<file path="src/tmu_regs.svh">
// Register indices, field positions, reset values and timing counts of the timer unit
`ifndef TMU_REGS_SVH
`define TMU_REGS_SVH
// Word indices; byte address is index times four
`define TMU_IX_MAIN 8'h00
`define TMU_IX_RDREQ 8'h02
`define TMU_IX_BCLR 8'h04
`define TMU_IX_BSET 8'h05
`define TMU_IX_CAPC 8'h06
`define TMU_IX_DBG 8'h08
`define TMU_IX_EVC 8'h0a
`define TMU_IX_IECLR 8'h0c
`define TMU_IX_IESET 8'h0d
`define TMU_IX_FLAGS 8'h0e
`define TMU_IX_STAT 8'h0f
`define TMU_IX_CNT 8'h10
`define TMU_IX_CNTH 8'h11
`define TMU_IX_PERIOD 8'h14
`define TMU_IX_CMP0 8'h18
`define TMU_IX_CMP0H 8'h19
`define TMU_IX_CMP1 8'h1a
`define TMU_IX_CMP1H 8'h1b
// Field positions
`define TMU_B_SOFT_RESET_BIT 0
`define TMU_B_EN 1
`define TMU_B_MODE 2
`define TMU_B_RUNSB 11
`define TMU_B_RCONT 14
`define TMU_B_RREQ 15
`define TMU_B_DIR 0
`define TMU_B_SINGLE_SHOT_BIT 2
`define TMU_B_CMD 6
`define TMU_B_EVACT 0
`define TMU_B_EVINV 4
`define TMU_B_EVIN_EN 5
`define TMU_B_OVFEO 8
`define TMU_B_MCEO0 12
`define TMU_B_MCEO1 13
`define TMU_F_OVF 0
`define TMU_F_SRDY 3
`define TMU_F_MC0 4
`define TMU_F_MC1 5
`define TMU_S_STOP 3
`define TMU_S_BUSY 7
// Codes and reset values
`define TMU_MODE_8 2'h1
`define TMU_CMD_RETRIG 2'h1
`define TMU_CMD_STOP 2'h2
`define TMU_EVACT_RETRIG 3'h1
`define TMU_EVACT_COUNT 3'h2
`define TMU_RESP_OK 2'h0
`define TMU_RESP_ERR 2'h2
`define TMU_RST_VAL 16'h0000
`define TMU_SYNC_CYC 3
`endif

</file>
<file path="src/placeholder_none.sv">
// Intentionally empty compile unit
`timescale 1ns/1ps

</file>
<file path="src/tmu_pkg.sv">
// Types of the timer unit
package tmu_pkg;
  typedef enum logic [2:0] {
    st_idle = 3'b001,
    st_wsync = 3'b010,
    st_rsync = 3'b100
  } tmu_sync_t;

  typedef struct packed {
    logic [15:0] main;
    logic [15:0] rdreq;
    logic [7:0] ctlb;
    logic [7:0] capc;
    logic [7:0] dbg;
    logic [15:0] evc;
    logic [7:0] ien;
    logic [7:0] flags;
    logic [15:0] cnt;
    logic [7:0] period;
    logic [15:0] cmp0;
    logic [15:0] cmp1;
    logic [15:0] cnt_rd;
    logic stop;
    logic ev_d;
  } tmu_regs_t;

  typedef struct packed {
    tmu_regs_t r;
    tmu_sync_t sync;
    logic [3:0] sync_cnt;
    logic [7:0] pend_ix;
    logic [7:0] pend_d;
    logic aw_held;
    logic w_held;
    logic [7:0] aw_ix;
    logic [15:0] w_d;
    logic [1:0] w_be;
    logic awready;
    logic wready;
    logic bvalid;
    logic [1:0] bresp;
    logic arready;
    logic rvalid;
    logic [31:0] rdata;
    logic [1:0] rresp;
    logic [7:0] ar_ix;
    logic irq;
    logic ev_ovf;
    logic ev_mc0;
    logic ev_mc1;
  } tmu_state_t;
endpackage : tmu_pkg

</file>
<file path="src/tmu_timer.sv">
// Timer unit: AXI4-Lite register file, sync model, counter, events and interrupt
// Summary of operation
// - Clock counting halts in standby unless keep_running_asleep is set.
// - Enabled interrupt request raises irq, usable as wake-up from any sleep.
// - Event input actions and event outputs keep working while asleep.
// - soft_reset_bit and enable writes take effect only after sync delay.
// - Control B, capture, count, period, compare writes pass the sync delay.
// - Reads of synchronized registers return values synchronized from counter side.
// - 8-bit width: count 0x10, period 0x14, channel0 0x18, channel1 0x19.
// - 16-bit width: count 0x10-0x11, channels 0x18-0x19, 0x1A-0x1B, no period.
// - single_shot_bit set via control_b_set, cleared via control_b_clear.
//
// Implementation choice: the AXI4-Lite register port.
`timescale 1ns/1ps
`include "tmu_regs.svh"
module tmu_timer import tmu_pkg::*; #(
  parameter int unsigned SYNC_CYC = `TMU_SYNC_CYC
) (
  // Clock and reset
  input wire logic aclk,
  input wire logic aresetn,
  // AXI4-Lite write
  input wire logic [7:0] s_axi_awaddr,
  input wire logic s_axi_awvalid,
  output logic s_axi_awready,
  input wire logic [31:0] s_axi_wdata,
  input wire logic [3:0] s_axi_wstrb,
  input wire logic s_axi_wvalid,
  output logic s_axi_wready,
  output logic [1:0] s_axi_bresp,
  output logic s_axi_bvalid,
  input wire logic s_axi_bready,
  // AXI4-Lite read
  input wire logic [7:0] s_axi_araddr,
  input wire logic s_axi_arvalid,
  output logic s_axi_arready,
  output logic [31:0] s_axi_rdata,
  output logic [1:0] s_axi_rresp,
  output logic s_axi_rvalid,
  input wire logic s_axi_rready,
  // System
  input wire logic standby,
  input wire logic ev_in,
  output logic irq,
  output logic ev_ovf,
  output logic ev_mc0,
  output logic ev_mc1
);
  if (SYNC_CYC < 1 || SYNC_CYC > 15) begin : g_chk
    $error("SYNC_CYC must be 1 to 15");
  end

  tmu_state_t s_ff;
  tmu_state_t nxt_s;

  function automatic logic mapped(input logic [7:0] ix, input logic m8);
    case (ix)
      `TMU_IX_MAIN, `TMU_IX_RDREQ, `TMU_IX_BCLR, `TMU_IX_BSET, `TMU_IX_CAPC,
      `TMU_IX_DBG, `TMU_IX_EVC, `TMU_IX_IECLR, `TMU_IX_IESET, `TMU_IX_FLAGS,
      `TMU_IX_STAT, `TMU_IX_CNT, `TMU_IX_CMP0, `TMU_IX_CMP0H: mapped = 1'b1;
      `TMU_IX_CNTH, `TMU_IX_CMP1, `TMU_IX_CMP1H: mapped = !m8;
      `TMU_IX_PERIOD: mapped = m8;
      default: mapped = 1'b0;
    endcase
  endfunction : mapped

  function automatic logic is_sync(input logic [7:0] ix);
    case (ix)
      `TMU_IX_MAIN, `TMU_IX_BCLR, `TMU_IX_BSET, `TMU_IX_CAPC, `TMU_IX_CNT,
      `TMU_IX_CNTH, `TMU_IX_PERIOD, `TMU_IX_CMP0, `TMU_IX_CMP0H,
      `TMU_IX_CMP1, `TMU_IX_CMP1H: is_sync = 1'b1;
      default: is_sync = 1'b0;
    endcase
  endfunction : is_sync

  function automatic logic [15:0] rd_val(input tmu_regs_t r, input logic [7:0] ix,
                                         input logic m8, input logic busy);
    case (ix)
      `TMU_IX_MAIN: rd_val = r.main;
      `TMU_IX_RDREQ: rd_val = r.rdreq;
      `TMU_IX_BCLR, `TMU_IX_BSET: rd_val = {8'h00, r.ctlb};
      `TMU_IX_CAPC: rd_val = {8'h00, r.capc};
      `TMU_IX_DBG: rd_val = {8'h00, r.dbg};
      `TMU_IX_EVC: rd_val = r.evc;
      `TMU_IX_IECLR, `TMU_IX_IESET: rd_val = {8'h00, r.ien};
      `TMU_IX_FLAGS: rd_val = {8'h00, r.flags};
      `TMU_IX_STAT: rd_val = {8'h00, busy, 3'h0, r.stop, 3'h0};
      // Count is read from the snapshot taken on the counter side
      `TMU_IX_CNT: rd_val = {8'h00, r.cnt_rd[7:0]};
      `TMU_IX_CNTH: rd_val = {8'h00, r.cnt_rd[15:8]};
      `TMU_IX_PERIOD: rd_val = {8'h00, r.period};
      `TMU_IX_CMP0: rd_val = {8'h00, r.cmp0[7:0]};
      `TMU_IX_CMP0H: rd_val = {8'h00, m8 ? r.cmp1[7:0] : r.cmp0[15:8]};
      `TMU_IX_CMP1: rd_val = {8'h00, r.cmp1[7:0]};
      `TMU_IX_CMP1H: rd_val = {8'h00, r.cmp1[15:8]};
      default: rd_val = 16'h0000;
    endcase
  endfunction : rd_val

  // Applied only when the sync delay has run out
  function automatic tmu_regs_t apply_sync(input tmu_regs_t r, input logic [7:0] ix,
                                           input logic [7:0] d, input logic m8);
    tmu_regs_t o;
    o = r;
    case (ix)
      `TMU_IX_MAIN: begin
        if (d[`TMU_B_SOFT_RESET_BIT]) begin
          o = '0;
        end else begin
          o.main[`TMU_B_EN] = d[`TMU_B_EN];
        end
      end
      `TMU_IX_BCLR: o.ctlb = r.ctlb & ~d;
      `TMU_IX_BSET: o.ctlb = r.ctlb | d;
      `TMU_IX_CAPC: o.capc = d;
      `TMU_IX_CNT: o.cnt[7:0] = d;
      `TMU_IX_CNTH: o.cnt[15:8] = d;
      `TMU_IX_PERIOD: o.period = d;
      `TMU_IX_CMP0: o.cmp0[7:0] = d;
      `TMU_IX_CMP0H: begin
        if (m8) begin
          o.cmp1[7:0] = d;
        end else begin
          o.cmp0[15:8] = d;
        end
      end
      `TMU_IX_CMP1: o.cmp1[7:0] = d;
      `TMU_IX_CMP1H: o.cmp1[15:8] = d;
      default: o = r;
    endcase
    return o;
  endfunction : apply_sync

  logic busy;
  logic m8;
  logic evsig;
  logic ev_edge;
  logic retrig;
  logic step;
  logic wrap;
  logic [1:0] cmd;
  logic [2:0] evact;
  logic [15:0] top;
  logic [15:0] cmpv0;
  logic [15:0] cmpv1;
  logic [7:0] set_fl;
  logic [7:0] ix_w;

  always_comb begin
    nxt_s = s_ff;
    busy = s_ff.sync != st_idle;
    m8 = s_ff.r.main[`TMU_B_MODE +: 2] == `TMU_MODE_8;
    set_fl = 8'h00;
    nxt_s.ev_ovf = 1'b0;
    nxt_s.ev_mc0 = 1'b0;
    nxt_s.ev_mc1 = 1'b0;
    ix_w = s_ff.aw_ix;

    // Write channel: address and data taken in either order
    if (s_axi_awvalid && s_ff.awready) begin
      nxt_s.aw_held = 1'b1;
      nxt_s.aw_ix = {2'h0, s_axi_awaddr[7:2]};
    end
    if (s_axi_wvalid && s_ff.wready) begin
      nxt_s.w_held = 1'b1;
      nxt_s.w_d = s_axi_wdata[15:0];
      nxt_s.w_be = s_axi_wstrb[1:0];
    end
    if (s_ff.bvalid && s_axi_bready) begin
      nxt_s.bvalid = 1'b0;
      nxt_s.aw_held = 1'b0;
      nxt_s.w_held = 1'b0;
    end
    // Writes wait while a sync runs, so one pending slot is enough
    if (s_ff.aw_held && s_ff.w_held && !s_ff.bvalid && !busy) begin
      nxt_s.bvalid = 1'b1;
      nxt_s.bresp = mapped(ix_w, m8) ? `TMU_RESP_OK : `TMU_RESP_ERR;
      if (mapped(ix_w, m8)) begin
        case (ix_w)
          `TMU_IX_MAIN: begin
            if (s_ff.w_be[0]) nxt_s.r.main[7:2] = s_ff.w_d[7:2];
            if (s_ff.w_be[1]) nxt_s.r.main[15:8] = s_ff.w_d[15:8];
          end
          `TMU_IX_RDREQ: begin
            if (s_ff.w_be[0]) nxt_s.r.rdreq[7:0] = s_ff.w_d[7:0];
            if (s_ff.w_be[1]) begin
              nxt_s.r.rdreq[15:8] = {1'b0, s_ff.w_d[14:8]};
              if (s_ff.w_d[`TMU_B_RREQ]) begin
                nxt_s.sync = st_rsync;
                nxt_s.sync_cnt = 4'(SYNC_CYC - 1);
              end
            end
          end
          `TMU_IX_DBG: if (s_ff.w_be[0]) nxt_s.r.dbg = s_ff.w_d[7:0];
          `TMU_IX_EVC: begin
            if (s_ff.w_be[0]) nxt_s.r.evc[7:0] = s_ff.w_d[7:0];
            if (s_ff.w_be[1]) nxt_s.r.evc[15:8] = s_ff.w_d[15:8];
          end
          `TMU_IX_IECLR: if (s_ff.w_be[0]) nxt_s.r.ien = s_ff.r.ien & ~s_ff.w_d[7:0];
          `TMU_IX_IESET: if (s_ff.w_be[0]) nxt_s.r.ien = s_ff.r.ien | s_ff.w_d[7:0];
          `TMU_IX_FLAGS: if (s_ff.w_be[0]) nxt_s.r.flags = s_ff.r.flags & ~s_ff.w_d[7:0];
          default: nxt_s.r = nxt_s.r;
        endcase
        if (is_sync(ix_w) && s_ff.w_be[0]) begin
          nxt_s.sync = st_wsync;
          nxt_s.sync_cnt = 4'(SYNC_CYC - 1);
          nxt_s.pend_ix = ix_w;
          nxt_s.pend_d = s_ff.w_d[7:0];
        end
      end
    end

    // Read channel
    if (s_axi_arvalid && s_ff.arready) begin
      nxt_s.rvalid = 1'b1;
      nxt_s.ar_ix = {2'h0, s_axi_araddr[7:2]};
      // Refused reads must not leak the register behind an unmapped index
      if (mapped({2'h0, s_axi_araddr[7:2]}, m8)) begin
        nxt_s.rdata = {16'h0000, rd_val(s_ff.r, {2'h0, s_axi_araddr[7:2]}, m8, busy)};
      end else begin
        nxt_s.rdata = 32'h00000000;
      end
      nxt_s.rresp = mapped({2'h0, s_axi_araddr[7:2]}, m8) ? `TMU_RESP_OK : `TMU_RESP_ERR;
    end else if (s_ff.rvalid && s_axi_rready) begin
      nxt_s.rvalid = 1'b0;
    end

    // Counter side; event actions do not depend on the standby gate
    evsig = ev_in ^ s_ff.r.evc[`TMU_B_EVINV];
    nxt_s.r.ev_d = evsig;
    ev_edge = evsig && !s_ff.r.ev_d && s_ff.r.evc[`TMU_B_EVIN_EN];
    evact = s_ff.r.evc[`TMU_B_EVACT +: 3];
    cmd = s_ff.r.ctlb[`TMU_B_CMD +: 2];
    nxt_s.r.ctlb[`TMU_B_CMD +: 2] = 2'h0;
    top = m8 ? {8'h00, s_ff.r.period} : 16'hffff;
    cmpv0 = m8 ? {8'h00, s_ff.r.cmp0[7:0]} : s_ff.r.cmp0;
    cmpv1 = m8 ? {8'h00, s_ff.r.cmp1[7:0]} : s_ff.r.cmp1;
    retrig = s_ff.r.main[`TMU_B_EN] &&
             (cmd == `TMU_CMD_RETRIG || (ev_edge && evact == `TMU_EVACT_RETRIG));
    step = s_ff.r.main[`TMU_B_EN] && !s_ff.r.stop &&
           (evact == `TMU_EVACT_COUNT ? ev_edge
            : (!standby || s_ff.r.main[`TMU_B_RUNSB]));
    wrap = s_ff.r.ctlb[`TMU_B_DIR] ? s_ff.r.cnt == 16'h0000 : s_ff.r.cnt == top;
    if (retrig) begin
      nxt_s.r.stop = 1'b0;
      nxt_s.r.cnt = s_ff.r.ctlb[`TMU_B_DIR] ? top : 16'h0000;
    end else if (s_ff.r.main[`TMU_B_EN] && cmd == `TMU_CMD_STOP) begin
      nxt_s.r.stop = 1'b1;
    end else if (step) begin
      if (wrap) begin
        nxt_s.r.cnt = s_ff.r.ctlb[`TMU_B_DIR] ? top : 16'h0000;
        set_fl[`TMU_F_OVF] = 1'b1;
        nxt_s.ev_ovf = s_ff.r.evc[`TMU_B_OVFEO];
        if (s_ff.r.ctlb[`TMU_B_SINGLE_SHOT_BIT]) nxt_s.r.stop = 1'b1;
      end else begin
        nxt_s.r.cnt = s_ff.r.ctlb[`TMU_B_DIR] ? s_ff.r.cnt - 16'h0001
                                              : s_ff.r.cnt + 16'h0001;
        // Narrow count stays in one byte; a period set below it rolls over at 0xff
        if (m8) nxt_s.r.cnt[15:8] = 8'h00;
      end
      if (s_ff.r.cnt == cmpv0) begin
        set_fl[`TMU_F_MC0] = 1'b1;
        nxt_s.ev_mc0 = s_ff.r.evc[`TMU_B_MCEO0];
      end
      if (s_ff.r.cnt == cmpv1) begin
        set_fl[`TMU_F_MC1] = 1'b1;
        nxt_s.ev_mc1 = s_ff.r.evc[`TMU_B_MCEO1];
      end
    end
    if (s_ff.r.rdreq[`TMU_B_RCONT]) nxt_s.r.cnt_rd = s_ff.r.cnt;

    // Sync delay stands in for the crossing into the counter clock
    if (busy) begin
      if (s_ff.sync_cnt == 4'h0) begin
        if (s_ff.sync == st_wsync) begin
          nxt_s.r = apply_sync(nxt_s.r, s_ff.pend_ix, s_ff.pend_d, m8);
        end else begin
          nxt_s.r.cnt_rd = s_ff.r.cnt;
        end
        nxt_s.sync = st_idle;
        set_fl[`TMU_F_SRDY] = 1'b1;
      end else begin
        nxt_s.sync_cnt = s_ff.sync_cnt - 4'h1;
      end
    end

    // Hardware set wins over a same-cycle software clear
    nxt_s.r.flags = nxt_s.r.flags | set_fl;
    nxt_s.irq = |(nxt_s.r.flags & nxt_s.r.ien);
    nxt_s.awready = !nxt_s.aw_held;
    nxt_s.wready = !nxt_s.w_held;
    nxt_s.arready = !nxt_s.rvalid;
  end

  always_ff @(posedge aclk) begin
    if (!aresetn) begin
      s_ff <= '0;
      s_ff.sync <= st_idle;
    end else begin
      s_ff <= nxt_s;
    end
  end

  assign s_axi_awready = s_ff.awready;
  assign s_axi_wready = s_ff.wready;
  assign s_axi_bvalid = s_ff.bvalid;
  assign s_axi_bresp = s_ff.bresp;
  assign s_axi_arready = s_ff.arready;
  assign s_axi_rvalid = s_ff.rvalid;
  assign s_axi_rdata = s_ff.rdata;
  assign s_axi_rresp = s_ff.rresp;
  assign irq = s_ff.irq;
  assign ev_ovf = s_ff.ev_ovf;
  assign ev_mc0 = s_ff.ev_mc0;
  assign ev_mc1 = s_ff.ev_mc1;

  logic busy_q;
  assign busy_q = s_ff.sync != st_idle;
endmodule : tmu_timer

</file>
<file path="config.mk">
export PLATFORM = sky130hd
export DESIGN_NAME = tmu_timer
export DESIGN_NICKNAME = d
export VERILOG_FILES = /design/src/placeholder_none.sv /design/src/tmu_pkg.sv /design/src/tmu_timer.sv
export VERILOG_INCLUDE_DIRS = /design/src /design/src/src
export SDC_FILE = /design/constraint.sdc
export NUM_CORES = 1
export LEC_CHECK = 0
export BUFFER_PORTS_ARGS = -buffer_cell sky130_fd_sc_hd__buf_2
export CAP_MARGIN = 0
export CORE_MARGIN = 3
export CORE_UTILIZATION = 29
export CTS_CLUSTER_SIZE = 12
export DETAILED_ROUTE_END_ITERATION = 12
export PLACE_DENSITY = 0.47
export RECOVER_POWER = 100
export SETUP_SLACK_MARGIN = 0.4
export SLEW_MARGIN = 20
export SYNTH_ARGS = -nofsm -noshare
export SYNTH_HDL_FRONTEND = slang
export SYNTH_SLANG_ARGS = --single-unit
</file>
<file path="constraint.sdc">
create_clock -name aclk -period 3.74 [get_ports aclk]
set_input_delay 0.187 -clock aclk [delete_from_list [all_inputs] [get_ports aclk]]
set_output_delay 0.187 -clock aclk [all_outputs]
set_load 0.005 [all_outputs]
</file>
After elaboration in Yosys (flattened, before gate mapping)
Memory sizes are Yosys's and may differ from the RTL's. A register that Yosys moved wholly into a read port is not among the register bits. Index checks and enable logic that the tools add are counted.

Output and inout port bits: 45. Input port bits: 61. Register bits: 254. ROM bits: 32. Bits in latches: 0. Memories: 1. RAM bits: 0.

Memories: (name not given) (depth 32, bits a word 1, rd ports 1, clocked after memory_dff 1, wr ports 0, line tmu_timer.sv:68) `case (ix)`.

Muxes and demuxes: 95. Div/mod/pow operators: 0. Equal/unequal tests: 54. Reduce and logical (&&, ||, !) cells: 46. Add/subtract/negate cells: 3. Magnitude comparators: 0. Shift operators: 0. Bitwise gates (word level): 15. $mul: 0.

Operator list (number): 2-to-1 mux 185 bit (2); case mux 16 bit (16 select lines) (1); 2-to-1 mux 16 bit (14); 2-to-1 mux 169 bit (1); 2-to-1 mux 165 bit (1); 2-to-1 mux 147 bit (1); 2-to-1 mux 144 bit (1); case mux 8 bit (2 select lines) (8); == test 6 x 5 -> 1 bit, second input constant (21); 2-to-1 mux 8 bit (15); == test 6 x 4 -> 1 bit, second input constant (12); == test 6 x 3 -> 1 bit, second input constant (9); == test 16 bit (3); case mux 8 bit (3 select lines) (2); 2-to-1 mux 40 bit (1); 2-to-1 mux 32 bit (1); 2-to-1 mux 14 bit (2); OR reduction 14 bit (2); 2-to-1 mux 1 bit (26); bitwise AND 8 bit (3); 2-to-1 mux 23 bit (1); 2-to-1 mux 7 bit (3); 2-to-1 mux 18 bit (1); adder 16 x 1 -> 16 bit, second input constant (1); other kinds (36) (81).

Depth between registers and ports, before layout
Depth in word-level cells: 23. Gate-level depth with buffers: 10. Mapped depth without buffers: 9.

Least setup slack after synthesis
OpenSTA, ideal clock, no wires.

Path kind: reg-to-reg. From: register s_ff[226] (netlist bit). To: register s_ff[177] (netlist bit). Required time: 3.670 ns. Cell stages (with the launch flop): 9. Setup slack: 1.080 ns. Period minus slack after synthesis: 2.660 ns. Path buffers: 0. Arrival time: 2.591 ns. Cell sequence: dfxtp_1 > ha_1 > a2111oi_0 > o21ai_0 > a2111oi_0 > nor3_1 > o21ai_0 > o2111ai_1 > a21oi_1.

Cells in the longest elaborated chain, start to end: 11. Elaborated cells between the ends (all ways): 13.

Ends and longest elaborated chain: from (decl) (line tmu_timer.sv:53) `tmu_state_t s_ff;`; from (signal assigned) (line tmu_timer.sv:300) `s_ff <= nxt_s;`; 2-to-1 mux 16 bit (line tmu_timer.sv:256) `` nxt_s.r.cnt = s_ff.r.ctlb[`TMU_B_DIR] ? s_ff.r.cnt - 16'h0001 ``; 2-to-1 mux 8 bit (line tmu_timer.sv:259) `if (m8) nxt_s.r.cnt[15:8] = 8'h00;`; 2-to-1 mux 16 bit (line tmu_timer.sv:250) `if (wrap) begin`; 2-to-1 mux 16 bit (line tmu_timer.sv:249) `end else if (step) begin`; 2-to-1 mux 16 bit (line tmu_timer.sv:247) `` end else if (s_ff.r.main[`TMU_B_EN] && cmd == `TMU_CMD_STOP) begin ``; 2-to-1 mux 16 bit (*) (line tmu_timer.sv:244) `if (retrig) begin`; 2-to-1 mux 147 bit (line tmu_timer.sv:107) `` if (d[`TMU_B_SOFT_RESET_BIT]) begin ``; case mux 8 bit (2 select lines) (line tmu_timer.sv:105) `case (ix)`; 2-to-1 mux 144 bit (line tmu_timer.sv:275) `if (s_ff.sync == st_wsync) begin`; 2-to-1 mux 165 bit (line tmu_timer.sv:274) `if (s_ff.sync_cnt == 4'h0) begin`; 2-to-1 mux 169 bit (*) (line tmu_timer.sv:273) `if (busy) begin`.

Every way passes the cells marked *; elsewhere a longest branch is shown, timed or not. A chain may end at the register's enable or synchronous reset.

Final worst setup path
From: register s_ff[252] (netlist bit). To: register s_ff[98] (netlist bit).

Cells in the longest elaborated chain, start to end: 8.

Ends and longest elaborated chain: == test 2 x 1 -> 1 bit (no line) (*); logical NOT 1 bit (line tmu_timer.sv:61) `` `TMU_IX_CNTH, `TMU_IX_CMP1, `TMU_IX_CMP1H: mapped = !m8; ``; case mux 1 bit (3 select lines) (*) (line tmu_timer.sv:57) `case (ix)`; 2-to-1 mux 1 bit (*) (line tmu_timer.sv:175) `if (s_ff.aw_held && s_ff.w_held && !s_ff.bvalid && !busy) begin`; 2-to-1 mux 185 bit (*) (line tmu_timer.sv:178) `if (mapped(ix_w, m8)) begin`; 2-to-1 mux 185 bit (*) (line tmu_timer.sv:175); 2-to-1 mux 4 bit (line tmu_timer.sv:274); 2-to-1 mux 169 bit (*) (line tmu_timer.sv:273).

Every way passes the cells marked *; elsewhere a longest branch is shown, timed or not. The select of a mux whose other input is x is not followed.

==> reports/metrics.cfg <==
[sta]
hold_viol_final = 0
finClkSkew_ps = 15.1
min_period_ps = 3260
tns_ps = 0
fmax_mhz = 307
rsz0062_at_grt = false
slew_headroom = 0.0656
tightest_slew_ps = 1390
finalMaxSlewViolations = 0
setup_viol = 0
fin_crit_sh = 0.871

[cts]
cts_setup_buffers = 0
clock_sinks = 236
hold_buffers = 33
cts_root_buf = clkbuf_16
htreeDepth = 1
worst_setup_hold_path_clk_slew_ps = 60
insertion_delay_ps = 570
numCtsBuffers = 28
clockBufferDepth = 3
cts-resized-gates = 0
cts_tree = built

[yosys]
synthFlopType = dfxtp_1
synth-edff-count = 0
netlist_instances = 1514
yosys-top-cells-area = dfxtp_1, nor2_1, nand2_1, mux2i_1, a21oi_1
synth.top_cell.area_share = 0.383
yosys.area.top_type = dfxtp_1
yosys-top-cells-count = dfxtp_1, nor2_1, nand2_1
synth_area_um2 = 12300
synth_cell_types = 90
ys_seq_elements = 236
synth_most_common_cell = dfxtp_1
yosysWarnings = 0
synth_seq_area_share = 0.383
syn_avg_cell_area_um2 = 8.14
async_reset_ff_frac = 0

[final_layout]
final_net_count = 1654
antenna_cells = 0
drive_gt1_frac = 0.0933
area_delta_synth_final_pct = 15.1
final_cells = 2129

[place]
dpl.cell_count = 2045
numPortBuffers = 65
gp_congestion = 0.932
dp_hpwl_um = 34000

[worst_hold_path]
holdCritPathClass = input port to flip-flop

[global_routing]
grt_pass1_vias = 10815
grt_pass1_wl_um = 69100
grt_max_degree = 67
overflow = 0
grt_antenna_before_repair = 2
grt_usage = 0.201

[routing]
route.detailed.vias_per_inst = 5.49
routed_wirelength_um = 46300
dr.pass1.iters = 6
ant_nets = 0
m1WireLength_um = 20600
drt_iter0_drc = 1232
num_vias = 11681
wl_met2_um = 20400
route.top_layer_used = met5
drc = 0
wl_met3_um = 3530
routedWlPerCell_um = 21.8

[power_and_ir_drop]
finalPower_uw = 5490
powerDensity_nw_per_um2 = 387
p_leak_uw = 0.00501
ir_drop_v = 0.000366

[die]
die-area_um2 = 45000
die_h_um = 212
core_um2 = 41400
initial_core_util = 0.298
ioPinCount = 106
die_w_um = 212
row_count = 74

[worst_setup_path]
reg2reg_slack_ps = 480
critPathLaunchType = flip-flop
crit_type = flip-flop to flip-flop
required_ps = 4200
crit_path_max_fanout = 16
critPathArrivalTime_ps = 3710
end_kind = flip-flop

[run]
cap_violations = 0

[run_status]
status = complete, no violations

## sequential cells by signal (all words and copies together), names as in the netlist, 2 cells and up, named ones only
signal	count
s_axi_rdata	16
ix_w	6
s_ff	197
evact	3
cmd	2
## cell type report
type,instances,area [µm²]
Timing Repair Buffer,143,922
Sequential cell,236,4720
Tap cell,532,666
Multi-Input combinational cell,1147,6890
Inverter,20,76.3
Clock buffer,42,803
Fill cell,4364,27200
Clock inverter,9,105
## final timing paths
check	from	to	cells after the start
setup / recovery	s_ff[252]$_SDFF_PN0_	s_ff[98]$_SDFF_PN0_	8
hold / removal	aresetn	s_axi_awready$_SDFF_PN0_	2
setup reg to reg	s_ff[252]$_SDFF_PN0_	s_ff[98]$_SDFF_PN0_	8
hold reg to reg	s_ff[265]$_SDFF_PN0_	s_ff[265]$_SDFF_PN0_	2
## critical path, cell delays in order (launching register included)
cell and delay (ps):
dfxtp_1 510, nor2b_1 780, o22ai_1 200, a21oi_1 180, o22ai_1 130, and4_1 230
clkbuf_1 450, a21o_1 380, o311a_1 300
## where the power goes
part           leakage (µW)  total (µW)  switching, µW  internal, µW
logic               0.00266         225            141          83.3
registers           0.00191        2580           41.0          2540
clock network      0.000442        2680           1120          1560
## kinds of logic (layout without fill, tap and decap cells)
kind of cell / after synthesis / count (layout) / share of synthesized area
compound gates: 383 / 383 / 0.211
xor+xnor: 36 / 36 / 0.0256
fa+ha+maj: 18 / 18 / 0.0187
buf+inv: 148 / 214 / 0.0587
flops: 236 / 236 / 0.383
mux: 72 / 72 / 0.0590
other cells: 1 / 18 / 0.000304
simple gates: 620 / 620 / 0.243
## layout by cell type, fill, tap and decap left out, drive strengths merged, types with 28 or more instances in the layout
cell type	Yosys	routed
nor2	213	213
o21ai	49	49
mux2i	67	67
a22oi	74	74
buf	56	77
nor3	37	37
a21oi	111	111
nand3	35	35
dfxtp	236	236
xnor2	28	28
dlygate4sd3	0	33
clkbuf	72	75
nand2	186	186
## layer usage
metal / GRT usage / up-vias
li1: - / 5557
met5: 0 / -
met4: 0.0695 / 4
met3: 0.0487 / 94
met2: 0.311 / 464
met1: 0.275 / 5562
## per-stage QoR
stage / setup slack (ps) / hold slack [ps] / utilization / instance area [µm²]
after floorplan: 1080 / 323 / - / 12400
after global placement: 870 / 429 / 0.316 / 13100
after detailed placement: 853 / 433 / 0.316 / 13100
after CTS: 822 / 78.1 / 0.346 / 14300
after global routing: 354 / 96.7 / 0.343 / 14200
final: 483 / 83.6 / 0.343 / 14200
(Power assumes the default switching activity.)
